File: config.mk
export PLATFORM = sky130hd
export DESIGN_NAME = osp_seq
export DESIGN_NICKNAME = d
export VERILOG_FILES = /design/src/common/osp_pkg.sv /design/src/hdl/osp_seq.sv
export SDC_FILE = /design/constraint.sdc
export NUM_CORES = 2
export LEC_CHECK = 0
export ABC_AREA = 0
export BUFFER_PORTS_ARGS = -buffer_cell sky130_fd_sc_hd__buf_4
export CORE_ASPECT_RATIO = 1.2
export CORE_MARGIN = 3
export CORE_UTILIZATION = 66
export DETAILED_ROUTE_END_ITERATION = 8
export GPL_ROUTABILITY_DRIVEN = 0
export GPL_TIMING_DRIVEN = 0
export HOLD_SLACK_MARGIN = 0.06
export PLACE_DENSITY_LB_ADDON = 0.25
export SLEW_MARGIN = 5
export SYNTH_ARGS = -nofsm -noshare
export SYNTH_HDL_FRONTEND = slang
export SYNTH_SLANG_ARGS = --single-unit
File: constraint.sdc
create_clock -name clk -period 19.65 [get_ports clk]
set_input_delay 4.9125 -clock clk [delete_from_list [all_inputs] [get_ports clk]]
set_output_delay 4.9125 -clock clk [all_outputs]
set_load 0.02 [all_outputs]
File: src/common/osp_pkg.sv
// shared constants, register map and carrier types of the output sequencing block
// assumes a 50 MHz system clock; voltages are in 12.5 mV reference steps, except TRACK_MV in mV
package osp_pkg;
	localparam int CLK_HZ      = 50_000_000;
	// turn-on and shutdown delay registers count in this unit
	localparam int DLY_LSB_US  = 1000;
	localparam int DLY_LSB_CYC = CLK_HZ / 1_000_000 * DLY_LSB_US;
	localparam int RETRY_MS    = 130;
	localparam int RETRY_CYC   = CLK_HZ / 1000 * RETRY_MS;
	// nominal master clock on the sync line, used to size the pre-ramp wait
	localparam int SYNC_HZ     = 1_000_000;
	localparam int SYNC_CYC    = CLK_HZ / SYNC_HZ;
	localparam int TRACK_MV    = 250;
	localparam int TRACK_STEPS = TRACK_MV * 10 / 125;
	localparam int PG_HI_PCT   = 110;
	localparam int PG_LO_A_PCT = 90;
	localparam int PG_LO_B_PCT = 95;
	localparam int UV_PCT_0    = 75;
	localparam int UV_PCT_1    = 80;
	localparam int UV_PCT_2    = 85;
	localparam int UV_PCT_3    = 90;

	localparam logic [7:0] TW_SET_C  = 8'h78;
	localparam logic [7:0] TW_CLR_C  = 8'h75;
	localparam logic [7:0] OT_TRIP_C = 8'h78;
	localparam logic [7:0] ROOM_C    = 8'h19;
	localparam logic [7:0] OC_STEP_C = 8'h10;

	// setpoint code sub-ranges: 12.5 mV, 25 mV, 50 mV per code
	localparam logic [7:0] SR1_MAX_C  = 8'h78;
	localparam logic [7:0] SR2_MAX_C  = 8'hfa;
	localparam logic [8:0] SR1_BASE_C = 9'h028;
	localparam logic [8:0] SR2_BASE_C = 9'h0a0;
	localparam logic [8:0] SR3_BASE_C = 9'h1a4;

	localparam logic [3:0] A_FTYPE = 4'h0;
	localparam logic [3:0] A_THR   = 4'h1;
	localparam logic [3:0] A_REP   = 4'h2;
	localparam logic [3:0] A_RISE  = 4'h3;
	localparam logic [3:0] A_FALL  = 4'h4;
	localparam logic [3:0] A_TON   = 4'h5;
	localparam logic [3:0] A_TOFF  = 4'h6;
	localparam logic [3:0] A_SP    = 4'h7;
	localparam logic [3:0] A_CLS   = 4'h8;
	localparam logic [3:0] A_RUN   = 4'h9;
	localparam logic [3:0] A_STAT  = 4'ha;
	localparam logic [3:0] A_REF   = 4'hb;
	localparam logic [3:0] A_STATE = 4'hc;

	localparam logic [7:0] R_FTYPE = 8'h00;
	localparam logic [7:0] R_THR   = 8'h02;
	localparam logic [7:0] R_REP   = 8'h03;
	localparam logic [7:0] R_RISE  = 8'h0a;
	localparam logic [7:0] R_FALL  = 8'h0a;
	localparam logic [7:0] R_TON   = 8'h01;
	localparam logic [7:0] R_TOFF  = 8'h0a;
	localparam logic [7:0] R_SP    = 8'h28;
	localparam logic [7:0] R_CLS   = 8'h30;
	localparam logic [5:0] R_STAT  = 6'h3f;

	// status bits, 0 means the event is present
	localparam int ST_PT = 0;
	localparam int ST_PG = 1;
	localparam int ST_OC = 2;
	localparam int ST_UV = 3;
	localparam int ST_OT = 4;
	localparam int ST_TR = 5;
	// fault_type_config: bits 0..3 latch oc, uv, ot, tr; bit 4 disables tracking
	localparam int FT_TR_DIS = 4;
	// threshold_config: bits 1:0 uv select, bit 2 power-good low at 95 %
	localparam int TH_PG95 = 2;
	// current_limit_setpoint: 3:0 droop slope, 6:4 oc level, 7 comp disable
	localparam int CL_TC_DIS = 7;
	localparam int RP_TW = 0;
	localparam int RP_PG = 1;

	typedef enum logic [6:0] {
		S_OFF   = 7'h01,
		S_ONW   = 7'h02,
		S_RAMP  = 7'h04,
		S_STDY  = 7'h08,
		S_OFFW  = 7'h10,
		S_RDN   = 7'h20,
		S_HOLD  = 7'h40
	} osp_state_t;

	typedef struct packed {
		logic [3:0] addr;
		logic [7:0] wdata;
		logic       wr;
		logic       rd;
	} osp_bus_t;

	typedef struct packed {
		logic [9:0] vout;
		logic [7:0] iout;
		logic [7:0] temp;
	} osp_mon_t;
endpackage

File: src/hdl/osp_seq.sv
// output sequencing, ramping and protection manager of a step-down converter
// assumes monitor readings and the sync line are synchronous to clk
`timescale 1ns/10ps

// Overview of operation
// - setpoint code maps to 0.5-5.5 V in 12.5, 25, 50 mV sub-ranges.
// - turn-on delay runs from turn-on command to start of upward ramp.
// - with falling slew, shutdown delay ends when output reaches zero.
// - pre-ramp wait is shutdown delay minus ramp-down time; manager clamps it at zero.
// - without falling slew, shutdown delay ends by opening both switches.
// - ramps move the reference one 12.5 mV step per dwell.
// - dwell is counted in master clock edges from the sync line.
// - droop from current limit register lowers reference as load rises.
// - uv and power-good levels are percentages of active setpoint, recomputed live.
// - non-latching fault retries start-up every 130 ms with normal sequencing.
// - latching fault stays off; restart after 130 ms on clear or cycled command.
// - warnings never turn the output off, only flag and report.
// - above 120 C temperature flag goes 0 and is reported if enabled.
// - below 117 C temperature flag returns to 1.
// - power-ok pin pulled low outside 110 % and 90/95 % window.
// - power-ok judged only in steady state, held low during transitions.
// - power-good flag goes 0 and reported; back in window releases pin and flag.
// - external low on power-ok pin raises the power-good warning.
// - overcurrent, overtemperature, undervoltage or tracking fault turns output off.
// - armed overcurrent below uv level clears its flag and opens switches at once.
// - overcurrent threshold gets temperature compensation unless disabled.
// - sync line carries master clock; data transfer handled outside this block.
module osp_seq #(
	parameter int DLY_LSB_CYC_P = osp_pkg::DLY_LSB_CYC,
	parameter int RETRY_CYC_P   = osp_pkg::RETRY_CYC,
	parameter int SYNC_CYC_P    = osp_pkg::SYNC_CYC
) (
	input  wire logic             clk,
	input  wire logic             rst,
	input  wire osp_pkg::osp_bus_t bus,
	output logic [7:0]            rdata,
	input  wire osp_pkg::osp_mon_t mon,
	input  wire logic             sync_data_line_i,
	input  wire logic             power_ok_pin_i,
	output logic                  power_ok_pin_o,
	output logic                  power_ok_pin_oe,
	output logic                  sw_en,
	output logic [8:0]            ref_out,
	output logic [8:0]            vref_out,
	output logic                  warn_notify
);
	osp_pkg::osp_state_t st_r;
	logic [7:0]  fault_type_config_r;
	logic [7:0]  threshold_config_r;
	logic [7:0]  reporting_config_r;
	logic [7:0]  rise_rate_r;
	logic [7:0]  fall_rate_r;
	logic [7:0]  turn_on_delay_r;
	logic [7:0]  shutdown_delay_r;
	logic [7:0]  setpoint_r;
	logic [7:0]  current_limit_setpoint_r;
	logic        run_r;
	logic [5:0]  fault_flag_word_r;
	logic [31:0] tmr_r;
	logic [8:0]  ref_r;
	logic [9:0]  pb_r;
	logic        oc_arm_r;
	logic        pend_r;
	logic        lat_r;
	logic [3:0]  hitv_r;
	logic        run_cyc_r;
	logic        tw_r;
	logic        sd_d_r;
	logic [7:0]  dcnt_r;
	logic [9:0]  pg_hi_r;
	logic [9:0]  pg_lo_r;
	logic [9:0]  uv_r;
	logic        pg_low_r;

	function automatic logic [8:0] sp_ref(input logic [7:0] c);
		if (c <= osp_pkg::SR1_MAX_C)
			return osp_pkg::SR1_BASE_C + {1'b0, c};
		else if (c <= osp_pkg::SR2_MAX_C)
			return osp_pkg::SR2_BASE_C + {c - osp_pkg::SR1_MAX_C, 1'b0};
		else
			return osp_pkg::SR3_BASE_C + 9'({c - osp_pkg::SR2_MAX_C, 2'b00});
	endfunction

	function automatic logic [9:0] pct(input logic [8:0] r, input int p);
		return 10'((int'(r) * p) / 100);
	endfunction

	// ramp-down time is budgeted from the nominal master clock period
	function automatic logic [31:0] pre_wait(input logic [7:0] shutdown_delay, input logic [8:0] r,
			input logic [7:0] fr);
		int t;
		t = int'(shutdown_delay) * DLY_LSB_CYC_P - int'(r) * int'(fr) * SYNC_CYC_P;
		return (t > 0) ? 32'(t) : 32'h0;
	endfunction

	logic [8:0] tgt;
	logic       on;
	logic       sd_edge;
	logic [7:0] dwell;
	logic       tick;
	logic [7:0] tcomp;
	logic [8:0] oc_thr;
	logic [9:0] vdiff;
	logic       oc_hit;
	logic       tr_hit;
	logic       uv_hit;
	logic       ot_hit;
	logic       fast;
	logic       slow;
	logic       own_bad;
	logic       cleared;
	logic [8:0] droop;

	always_comb begin
		tgt     = sp_ref(setpoint_r);
		on      = (st_r == osp_pkg::S_RAMP) || (st_r == osp_pkg::S_STDY) ||
		          (st_r == osp_pkg::S_OFFW) || (st_r == osp_pkg::S_RDN);
		sd_edge = sync_data_line_i && !sd_d_r;
		dwell   = (st_r == osp_pkg::S_RDN) ? fall_rate_r : rise_rate_r;
		if (dwell == 8'h00)
			dwell = 8'h01;
		tick    = sd_edge && (dcnt_r + 8'h01 >= dwell);
		tcomp   = 8'h00;
		if (!current_limit_setpoint_r[osp_pkg::CL_TC_DIS] && mon.temp > osp_pkg::ROOM_C)
			tcomp = (mon.temp - osp_pkg::ROOM_C) >> 2;
		oc_thr  = 9'({1'b0, current_limit_setpoint_r[6:4]} + 4'h1) * osp_pkg::OC_STEP_C + 9'(tcomp);
		vdiff   = (mon.vout > {1'b0, ref_r}) ? mon.vout - {1'b0, ref_r} : {1'b0, ref_r} - mon.vout;
		oc_hit  = on && oc_arm_r && {1'b0, mon.iout} >= oc_thr && mon.vout < uv_r;
		tr_hit  = (st_r == osp_pkg::S_RAMP) && (ref_r < tgt) && !pend_r &&
		          !fault_type_config_r[osp_pkg::FT_TR_DIS] && vdiff > 10'(osp_pkg::TRACK_STEPS);
		uv_hit  = (st_r == osp_pkg::S_STDY) && mon.vout < uv_r && !oc_hit;
		ot_hit  = on && mon.temp > osp_pkg::OT_TRIP_C;
		fast    = oc_hit || tr_hit;
		slow    = uv_hit || ot_hit;
		// power-good is judged only in steady state
		own_bad = (st_r != osp_pkg::S_STDY) || mon.vout > pg_hi_r || mon.vout < pg_lo_r;
		cleared = &(fault_flag_word_r[5:2] | ~hitv_r);
		droop   = 9'(({4'h0, mon.iout} * {8'h00, current_limit_setpoint_r[3:0]}) >> 4);
	end

	// software registers
	always_ff @(posedge clk or posedge rst) begin
		if (rst) begin
			fault_type_config_r      <= osp_pkg::R_FTYPE;
			threshold_config_r       <= osp_pkg::R_THR;
			reporting_config_r       <= osp_pkg::R_REP;
			rise_rate_r              <= osp_pkg::R_RISE;
			fall_rate_r              <= osp_pkg::R_FALL;
			turn_on_delay_r          <= osp_pkg::R_TON;
			shutdown_delay_r         <= osp_pkg::R_TOFF;
			setpoint_r               <= osp_pkg::R_SP;
			current_limit_setpoint_r <= osp_pkg::R_CLS;
			run_r                    <= 1'b0;
		end else if (bus.wr) begin
			unique case (bus.addr)
				osp_pkg::A_FTYPE: fault_type_config_r <= bus.wdata;
				osp_pkg::A_THR:   threshold_config_r <= bus.wdata;
				osp_pkg::A_REP:   reporting_config_r <= bus.wdata;
				osp_pkg::A_RISE:  rise_rate_r <= bus.wdata;
				osp_pkg::A_FALL:  fall_rate_r <= bus.wdata;
				osp_pkg::A_TON:   turn_on_delay_r <= bus.wdata;
				osp_pkg::A_TOFF:  shutdown_delay_r <= bus.wdata;
				osp_pkg::A_SP:    setpoint_r <= bus.wdata;
				osp_pkg::A_CLS:   current_limit_setpoint_r <= bus.wdata;
				osp_pkg::A_RUN:   run_r <= bus.wdata[0];
				default: ;
			endcase
		end
	end

	always_ff @(posedge clk or posedge rst) begin
		if (rst)
			rdata <= 8'h00;
		else if (bus.rd) begin
			unique case (bus.addr)
				osp_pkg::A_FTYPE: rdata <= fault_type_config_r;
				osp_pkg::A_THR:   rdata <= threshold_config_r;
				osp_pkg::A_REP:   rdata <= reporting_config_r;
				osp_pkg::A_RISE:  rdata <= rise_rate_r;
				osp_pkg::A_FALL:  rdata <= fall_rate_r;
				osp_pkg::A_TON:   rdata <= turn_on_delay_r;
				osp_pkg::A_TOFF:  rdata <= shutdown_delay_r;
				osp_pkg::A_SP:    rdata <= setpoint_r;
				osp_pkg::A_CLS:   rdata <= current_limit_setpoint_r;
				osp_pkg::A_RUN:   rdata <= {7'h00, run_r};
				osp_pkg::A_STAT:  rdata <= {2'b00, fault_flag_word_r};
				osp_pkg::A_REF:   rdata <= ref_r[8:1];
				osp_pkg::A_STATE: rdata <= {1'b0, st_r};
				default:          rdata <= 8'h00;
			endcase
		end else
			rdata <= 8'h00;
	end

	// status word: hardware event beats a software write of one
	always_ff @(posedge clk or posedge rst) begin
		if (rst)
			fault_flag_word_r <= osp_pkg::R_STAT;
		else begin
			fault_flag_word_r[osp_pkg::ST_PT] <= !tw_r;
			fault_flag_word_r[osp_pkg::ST_PG] <= !pg_low_r;
			for (int i = osp_pkg::ST_OC; i <= osp_pkg::ST_TR; i++) begin
				if ((i == osp_pkg::ST_OC && oc_hit) || (i == osp_pkg::ST_UV && uv_hit) ||
				    (i == osp_pkg::ST_OT && ot_hit) || (i == osp_pkg::ST_TR && tr_hit))
					fault_flag_word_r[i] <= 1'b0;
				else if (bus.wr && bus.addr == osp_pkg::A_STAT && bus.wdata[i])
					fault_flag_word_r[i] <= 1'b1;
			end
		end
	end

	// warnings: hysteresis on temperature, live power-good window
	always_ff @(posedge clk or posedge rst) begin
		if (rst) begin
			tw_r     <= 1'b0;
			pg_low_r <= 1'b1;
			pg_hi_r  <= 10'h000;
			pg_lo_r  <= 10'h000;
			uv_r     <= 10'h000;
		end else begin
			if (mon.temp > osp_pkg::TW_SET_C)
				tw_r <= 1'b1;
			else if (mon.temp < osp_pkg::TW_CLR_C)
				tw_r <= 1'b0;
			pg_low_r <= own_bad || !power_ok_pin_i;
			pg_hi_r  <= pct(tgt, osp_pkg::PG_HI_PCT);
			pg_lo_r  <= pct(tgt, threshold_config_r[osp_pkg::TH_PG95] ? osp_pkg::PG_LO_B_PCT
			                                                          : osp_pkg::PG_LO_A_PCT);
			unique case (threshold_config_r[1:0])
				2'h0: uv_r <= pct(tgt, osp_pkg::UV_PCT_0);
				2'h1: uv_r <= pct(tgt, osp_pkg::UV_PCT_1);
				2'h2: uv_r <= pct(tgt, osp_pkg::UV_PCT_2);
				2'h3: uv_r <= pct(tgt, osp_pkg::UV_PCT_3);
			endcase
		end
	end

	// pins and notifications; the pin is never driven high, pull-up releases it
	always_ff @(posedge clk or posedge rst) begin
		if (rst) begin
			power_ok_pin_o  <= 1'b0;
			power_ok_pin_oe <= 1'b1;
			warn_notify     <= 1'b0;
			vref_out        <= 9'h000;
		end else begin
			power_ok_pin_o  <= 1'b0;
			power_ok_pin_oe <= own_bad;
			warn_notify     <= (reporting_config_r[osp_pkg::RP_TW] && tw_r) ||
			                   (reporting_config_r[osp_pkg::RP_PG] && pg_low_r);
			vref_out        <= (droop > ref_r) ? 9'h000 : ref_r - droop;
		end
	end

	// master clock edge divider sets the dwell of each step
	always_ff @(posedge clk or posedge rst) begin
		if (rst) begin
			sd_d_r <= 1'b0;
			dcnt_r <= 8'h00;
		end else begin
			sd_d_r <= sync_data_line_i;
			if (st_r != osp_pkg::S_RAMP && st_r != osp_pkg::S_RDN)
				dcnt_r <= 8'h00;
			else if (tick)
				dcnt_r <= 8'h00;
			else if (sd_edge)
				dcnt_r <= dcnt_r + 8'h01;
		end
	end

	// sequencer
	always_ff @(posedge clk or posedge rst) begin
		if (rst) begin
			st_r      <= osp_pkg::S_OFF;
			tmr_r     <= 32'h0;
			ref_r     <= 9'h000;
			sw_en     <= 1'b0;
			pb_r      <= 10'h000;
			oc_arm_r  <= 1'b0;
			pend_r    <= 1'b0;
			lat_r     <= 1'b0;
			hitv_r    <= 4'h0;
			run_cyc_r <= 1'b0;
		end else begin
			if (tmr_r != 32'h0)
				tmr_r <= tmr_r - 32'h1;
			if (on && mon.vout > pb_r)
				oc_arm_r <= 1'b1;
			if (fast || slow) begin
				hitv_r <= {tr_hit, ot_hit, uv_hit, oc_hit};
				lat_r  <= |({tr_hit, ot_hit, uv_hit, oc_hit} & fault_type_config_r[3:0]);
			end
			if (fast) begin
				// fast turn-off: both switches open this edge
				st_r     <= osp_pkg::S_HOLD;
				sw_en    <= 1'b0;
				ref_r    <= 9'h000;
				oc_arm_r <= 1'b0;
				tmr_r    <= 32'(RETRY_CYC_P);
				run_cyc_r <= 1'b0;
			end else begin
				if (slow)
					pend_r <= 1'b1;
				unique case (st_r)
					osp_pkg::S_OFF: begin
						pend_r   <= 1'b0;
						oc_arm_r <= 1'b0;
						if (run_r) begin
							st_r  <= osp_pkg::S_ONW;
							tmr_r <= 32'(int'(turn_on_delay_r) * DLY_LSB_CYC_P);
						end
					end
					osp_pkg::S_ONW: begin
						if (!run_r)
							st_r <= osp_pkg::S_OFF;
						else if (tmr_r == 32'h0) begin
							st_r  <= osp_pkg::S_RAMP;
							sw_en <= 1'b1;
							pb_r  <= mon.vout;
						end
					end
					osp_pkg::S_RAMP, osp_pkg::S_STDY: begin
						if (!run_r || slow) begin
							st_r  <= osp_pkg::S_OFFW;
							tmr_r <= (fall_rate_r == 8'h00)
							         ? 32'(int'(shutdown_delay_r) * DLY_LSB_CYC_P)
							         : pre_wait(shutdown_delay_r, ref_r, fall_rate_r);
						end else if (ref_r == tgt)
							st_r <= osp_pkg::S_STDY;
						else begin
							st_r <= osp_pkg::S_RAMP;
							if (tick)
								ref_r <= (ref_r < tgt) ? ref_r + 9'h001 : ref_r - 9'h001;
						end
					end
					osp_pkg::S_OFFW: begin
						if (tmr_r == 32'h0) begin
							if (fall_rate_r != 8'h00)
								st_r <= osp_pkg::S_RDN;
							else begin
								sw_en <= 1'b0;
								ref_r <= 9'h000;
								st_r  <= (pend_r || slow) ? osp_pkg::S_HOLD : osp_pkg::S_OFF;
								tmr_r <= 32'(RETRY_CYC_P);
								run_cyc_r <= 1'b0;
							end
						end
					end
					osp_pkg::S_RDN: begin
						if (ref_r == 9'h000) begin
							sw_en <= 1'b0;
							st_r  <= (pend_r || slow) ? osp_pkg::S_HOLD : osp_pkg::S_OFF;
							tmr_r <= 32'(RETRY_CYC_P);
							run_cyc_r <= 1'b0;
						end else if (tick)
							ref_r <= ref_r - 9'h001;
					end
					osp_pkg::S_HOLD: begin
						pend_r <= 1'b0;
						if (!run_r)
							run_cyc_r <= 1'b1;
						if (tmr_r == 32'h0) begin
							if (!run_r)
								st_r <= osp_pkg::S_OFF;
							else if (!lat_r ||
							         (mon.temp <= osp_pkg::OT_TRIP_C && (cleared || run_cyc_r))) begin
								st_r  <= osp_pkg::S_ONW;
								tmr_r <= 32'(int'(turn_on_delay_r) * DLY_LSB_CYC_P);
							end
						end
					end
				endcase
			end
		end
	end

	always_comb ref_out = ref_r;
endmodule

==> reports/summary.txt <==
drt pass-1 iters -> 8
Avg WL per Cell -> 19.9 um
actual slew at the worst max-slew pin -> 1.34 ns
First DRT Iteration DRCs -> 3080
row count -> 93
share of Yosys cell area claimed by the top area cell type -> 0.167
minimum clock period -> 16.63 ns
Place WS -> 3.28 ns
EDFF count, synth -> 0
CTS tree -> done
CP most frequent cell -> a21oi_1
setup slack after layout -> 3.02 ns
proportion of layout cells with a drive suffix above 1 -> 0.0802
via/cell ratio -> 6.51
Hold/Removal Path Class -> flop to flop
largest net degree at the start of global routing -> 107
Post-DP Area -> 37500 um^2
commonest non-fill, non-tap cell in the layout -> inv_1
Root Buffer -> clkbuf_16
final hold violations -> 0
Gates resized, CTS repair -> 0
initial antenna violation count -> 2
critical path required time -> 20.08 ns
run status -> complete, no violations
Top Metal Used -> met4
worst flop-to-flop path startpoint -> setpoint_r[3]
flop and latch count out of synthesis -> 206
total number of H-tree levels -> 1
Die H -> 262 um
top post-synthesis cells by area -> ha_1 (17%), dfrtp_1 (13%), fa_1 (9.5%), inv_1 (5.2%), xnor2_1 (4.7%)
Max Clock Freq -> 60.1 MHz
Detailed Route WL -> 105000 um
Final period util -> 0.847
total gr overflow -> 0
met2 WL -> 49900 um
cts bufs inserted -> 26
Worst Hold End -> fault_flag_word_r[0]
Max-Cap Viols -> 0
port bufs -> 63
clk sinks -> 206
vias in the first global route -> 33.4k
Slew Limit Fails -> 0
global-route wire length before repair -> 168000 um
setup tns final -> 0 ns
most frequent cells in the layout -> inv_1 (502), ha_1 (481), nand2_1 (355)
CP endpoint kind -> flop
Syn Std Cell Area -> 36000 um^2
synthesized net count -> 5157
Worst slew margin -> 0.104
WP data arrival -> 17.07 ns
GRT Total Usage -> 0.359
Hold Startpoint -> tw_r
Post-CTS Hold Fix Bufs -> 0
register area share after synthesis -> 0.144
Clock Latency Late Sink -> 0.58 ns
final design utilization -> 0.713
Initial Util -> 0.669
Vias -> 34.4k
number of post-CTS setup repair buffers -> 0
Worst path max stage delay -> 1.03 ns
Synth Flop Type -> dfrtp_1
Synth cell types -> 121
die area -> 57400 um^2
ys async rst share -> 1.00
Horiz. Die Dim -> 219 um
Critical Path Fanout Max -> 10
FF-to-FF End -> pg_lo_r[0]
critical path class -> flop to flop
leading area contributor after synthesis -> ha_1
RSZ-0062 raised after global routing -> false
Post-Route Skew -> 0.0179 ns
crit path launch type -> flop
clk buf depth -> 3
# setup viols final -> 0
area grow syn2layout -> 6.51%
Hold Path Depth -> 1
Design Area, Final -> 38300 um^2
syn avg cell area -> 8.07 um^2
Post-Synthesis Cells -> 4461
# DRC -> 0
reg2reg path depth -> 55
NumNets Final -> 5254
Core ar. -> 53800 um^2
synth warn -> 0
R2R setup slack -> 3.02 ns
met3 wire len -> 7370 um
Routed Antenna Nets -> 0
IO Pins -> 74
Final HPWL DP -> 82800 um
slowest stage cell, crit path -> a21oi_1
WL met1 -> 39400 um
clock slew at reported path FFs -> 0.06 ns
-- metrics by stage --
stage          hold slack [ns]  std cells
2_1_floorplan            0.373       4461
6_report                 0.405       5291
3_3_place_gp             0.386       5236
3_5_place_dp             0.396       5242
4_1_cts                  0.406       5290
5_1_grt                  0.444       5290
-- critical path, delay by kind of cell, from the launching register on --
family	cells	cell delay [ns]
compound gates	26	8.49
xor+xnor	1	0.18
fa+ha+maj	6	2.40
buf+inv	8	1.56
flops	1	0.57
mux	2	0.69
simple gates	12	2.57
-- Yosys cell counts, types with 92 or more instances --
| library cell | n |
|---|---|
| a21oi_1 | 288 |
| clkbuf_1 | 114 |
| dfrtp_1 | 183 |
| fa_1 | 171 |
| ha_1 | 481 |
| inv_1 | 503 |
| mux2_2 | 92 |
| nand2_1 | 355 |
| nand3_1 | 130 |
| nor2_1 | 276 |
| nor3_1 | 104 |
| o21ai_0 | 199 |
| xnor2_1 | 194 |
-- worst max path at each step --
stage	startpoint	to	slack [ns]	cells past startpoint
global placement	setpoint_r[3]	pg_hi_r[0]	2.24	54
floorplan	setpoint_r[3]	pg_hi_r[0]	5.55	54
CTS	setpoint_r[3]	pg_lo_r[0]	3.16	55
detailed placement	setpoint_r[3]	pg_lo_r[0]	3.28	55
global route	setpoint_r[3]	pg_lo_r[0]	1.76	56
finish	setpoint_r[3]	pg_lo_r[0]	3.02	55
-- metal layers --
metal	up-vias	global-route usage
met4	0	0.248
met1	16200	0.412
met5	-	0
met3	541	0.0531
li1	16100	-
met2	1568	0.618
-- cell families after synthesis --
logic type | count (synthesis) | synth area share
simple gates | 1357 | 0.190
other cells | 1 | 0.000104
mux | 151 | 0.0471
fa+ha+maj | 656 | 0.263
xor+xnor | 277 | 0.0680
buf+inv | 664 | 0.0706
flops | 206 | 0.144
compound gates | 1149 | 0.217
-- flip-flops by register name, indices dropped and copies added, names as in the netlist, 9 cells and up --
name      cells
pb_r         10
vref_out      9
tmr_r        32
pg_lo_r      10
ref_out       9
pg_hi_r      10
uv_r         10
-- cell type report --
class,count,area [um^2]
clock inverter,15,139
tap,712,891
multi-input combinational,3591,28300
inverter,514,1940
timing repair buffer,69,564
buffer,150,611
clock buffer,33,717
sequential,206,5180
fill,4327,15400
antenna,1,2.50
Power is not shown: default switching activity piles up to over one toggle a cycle in this logic, so the estimate is an artifact.
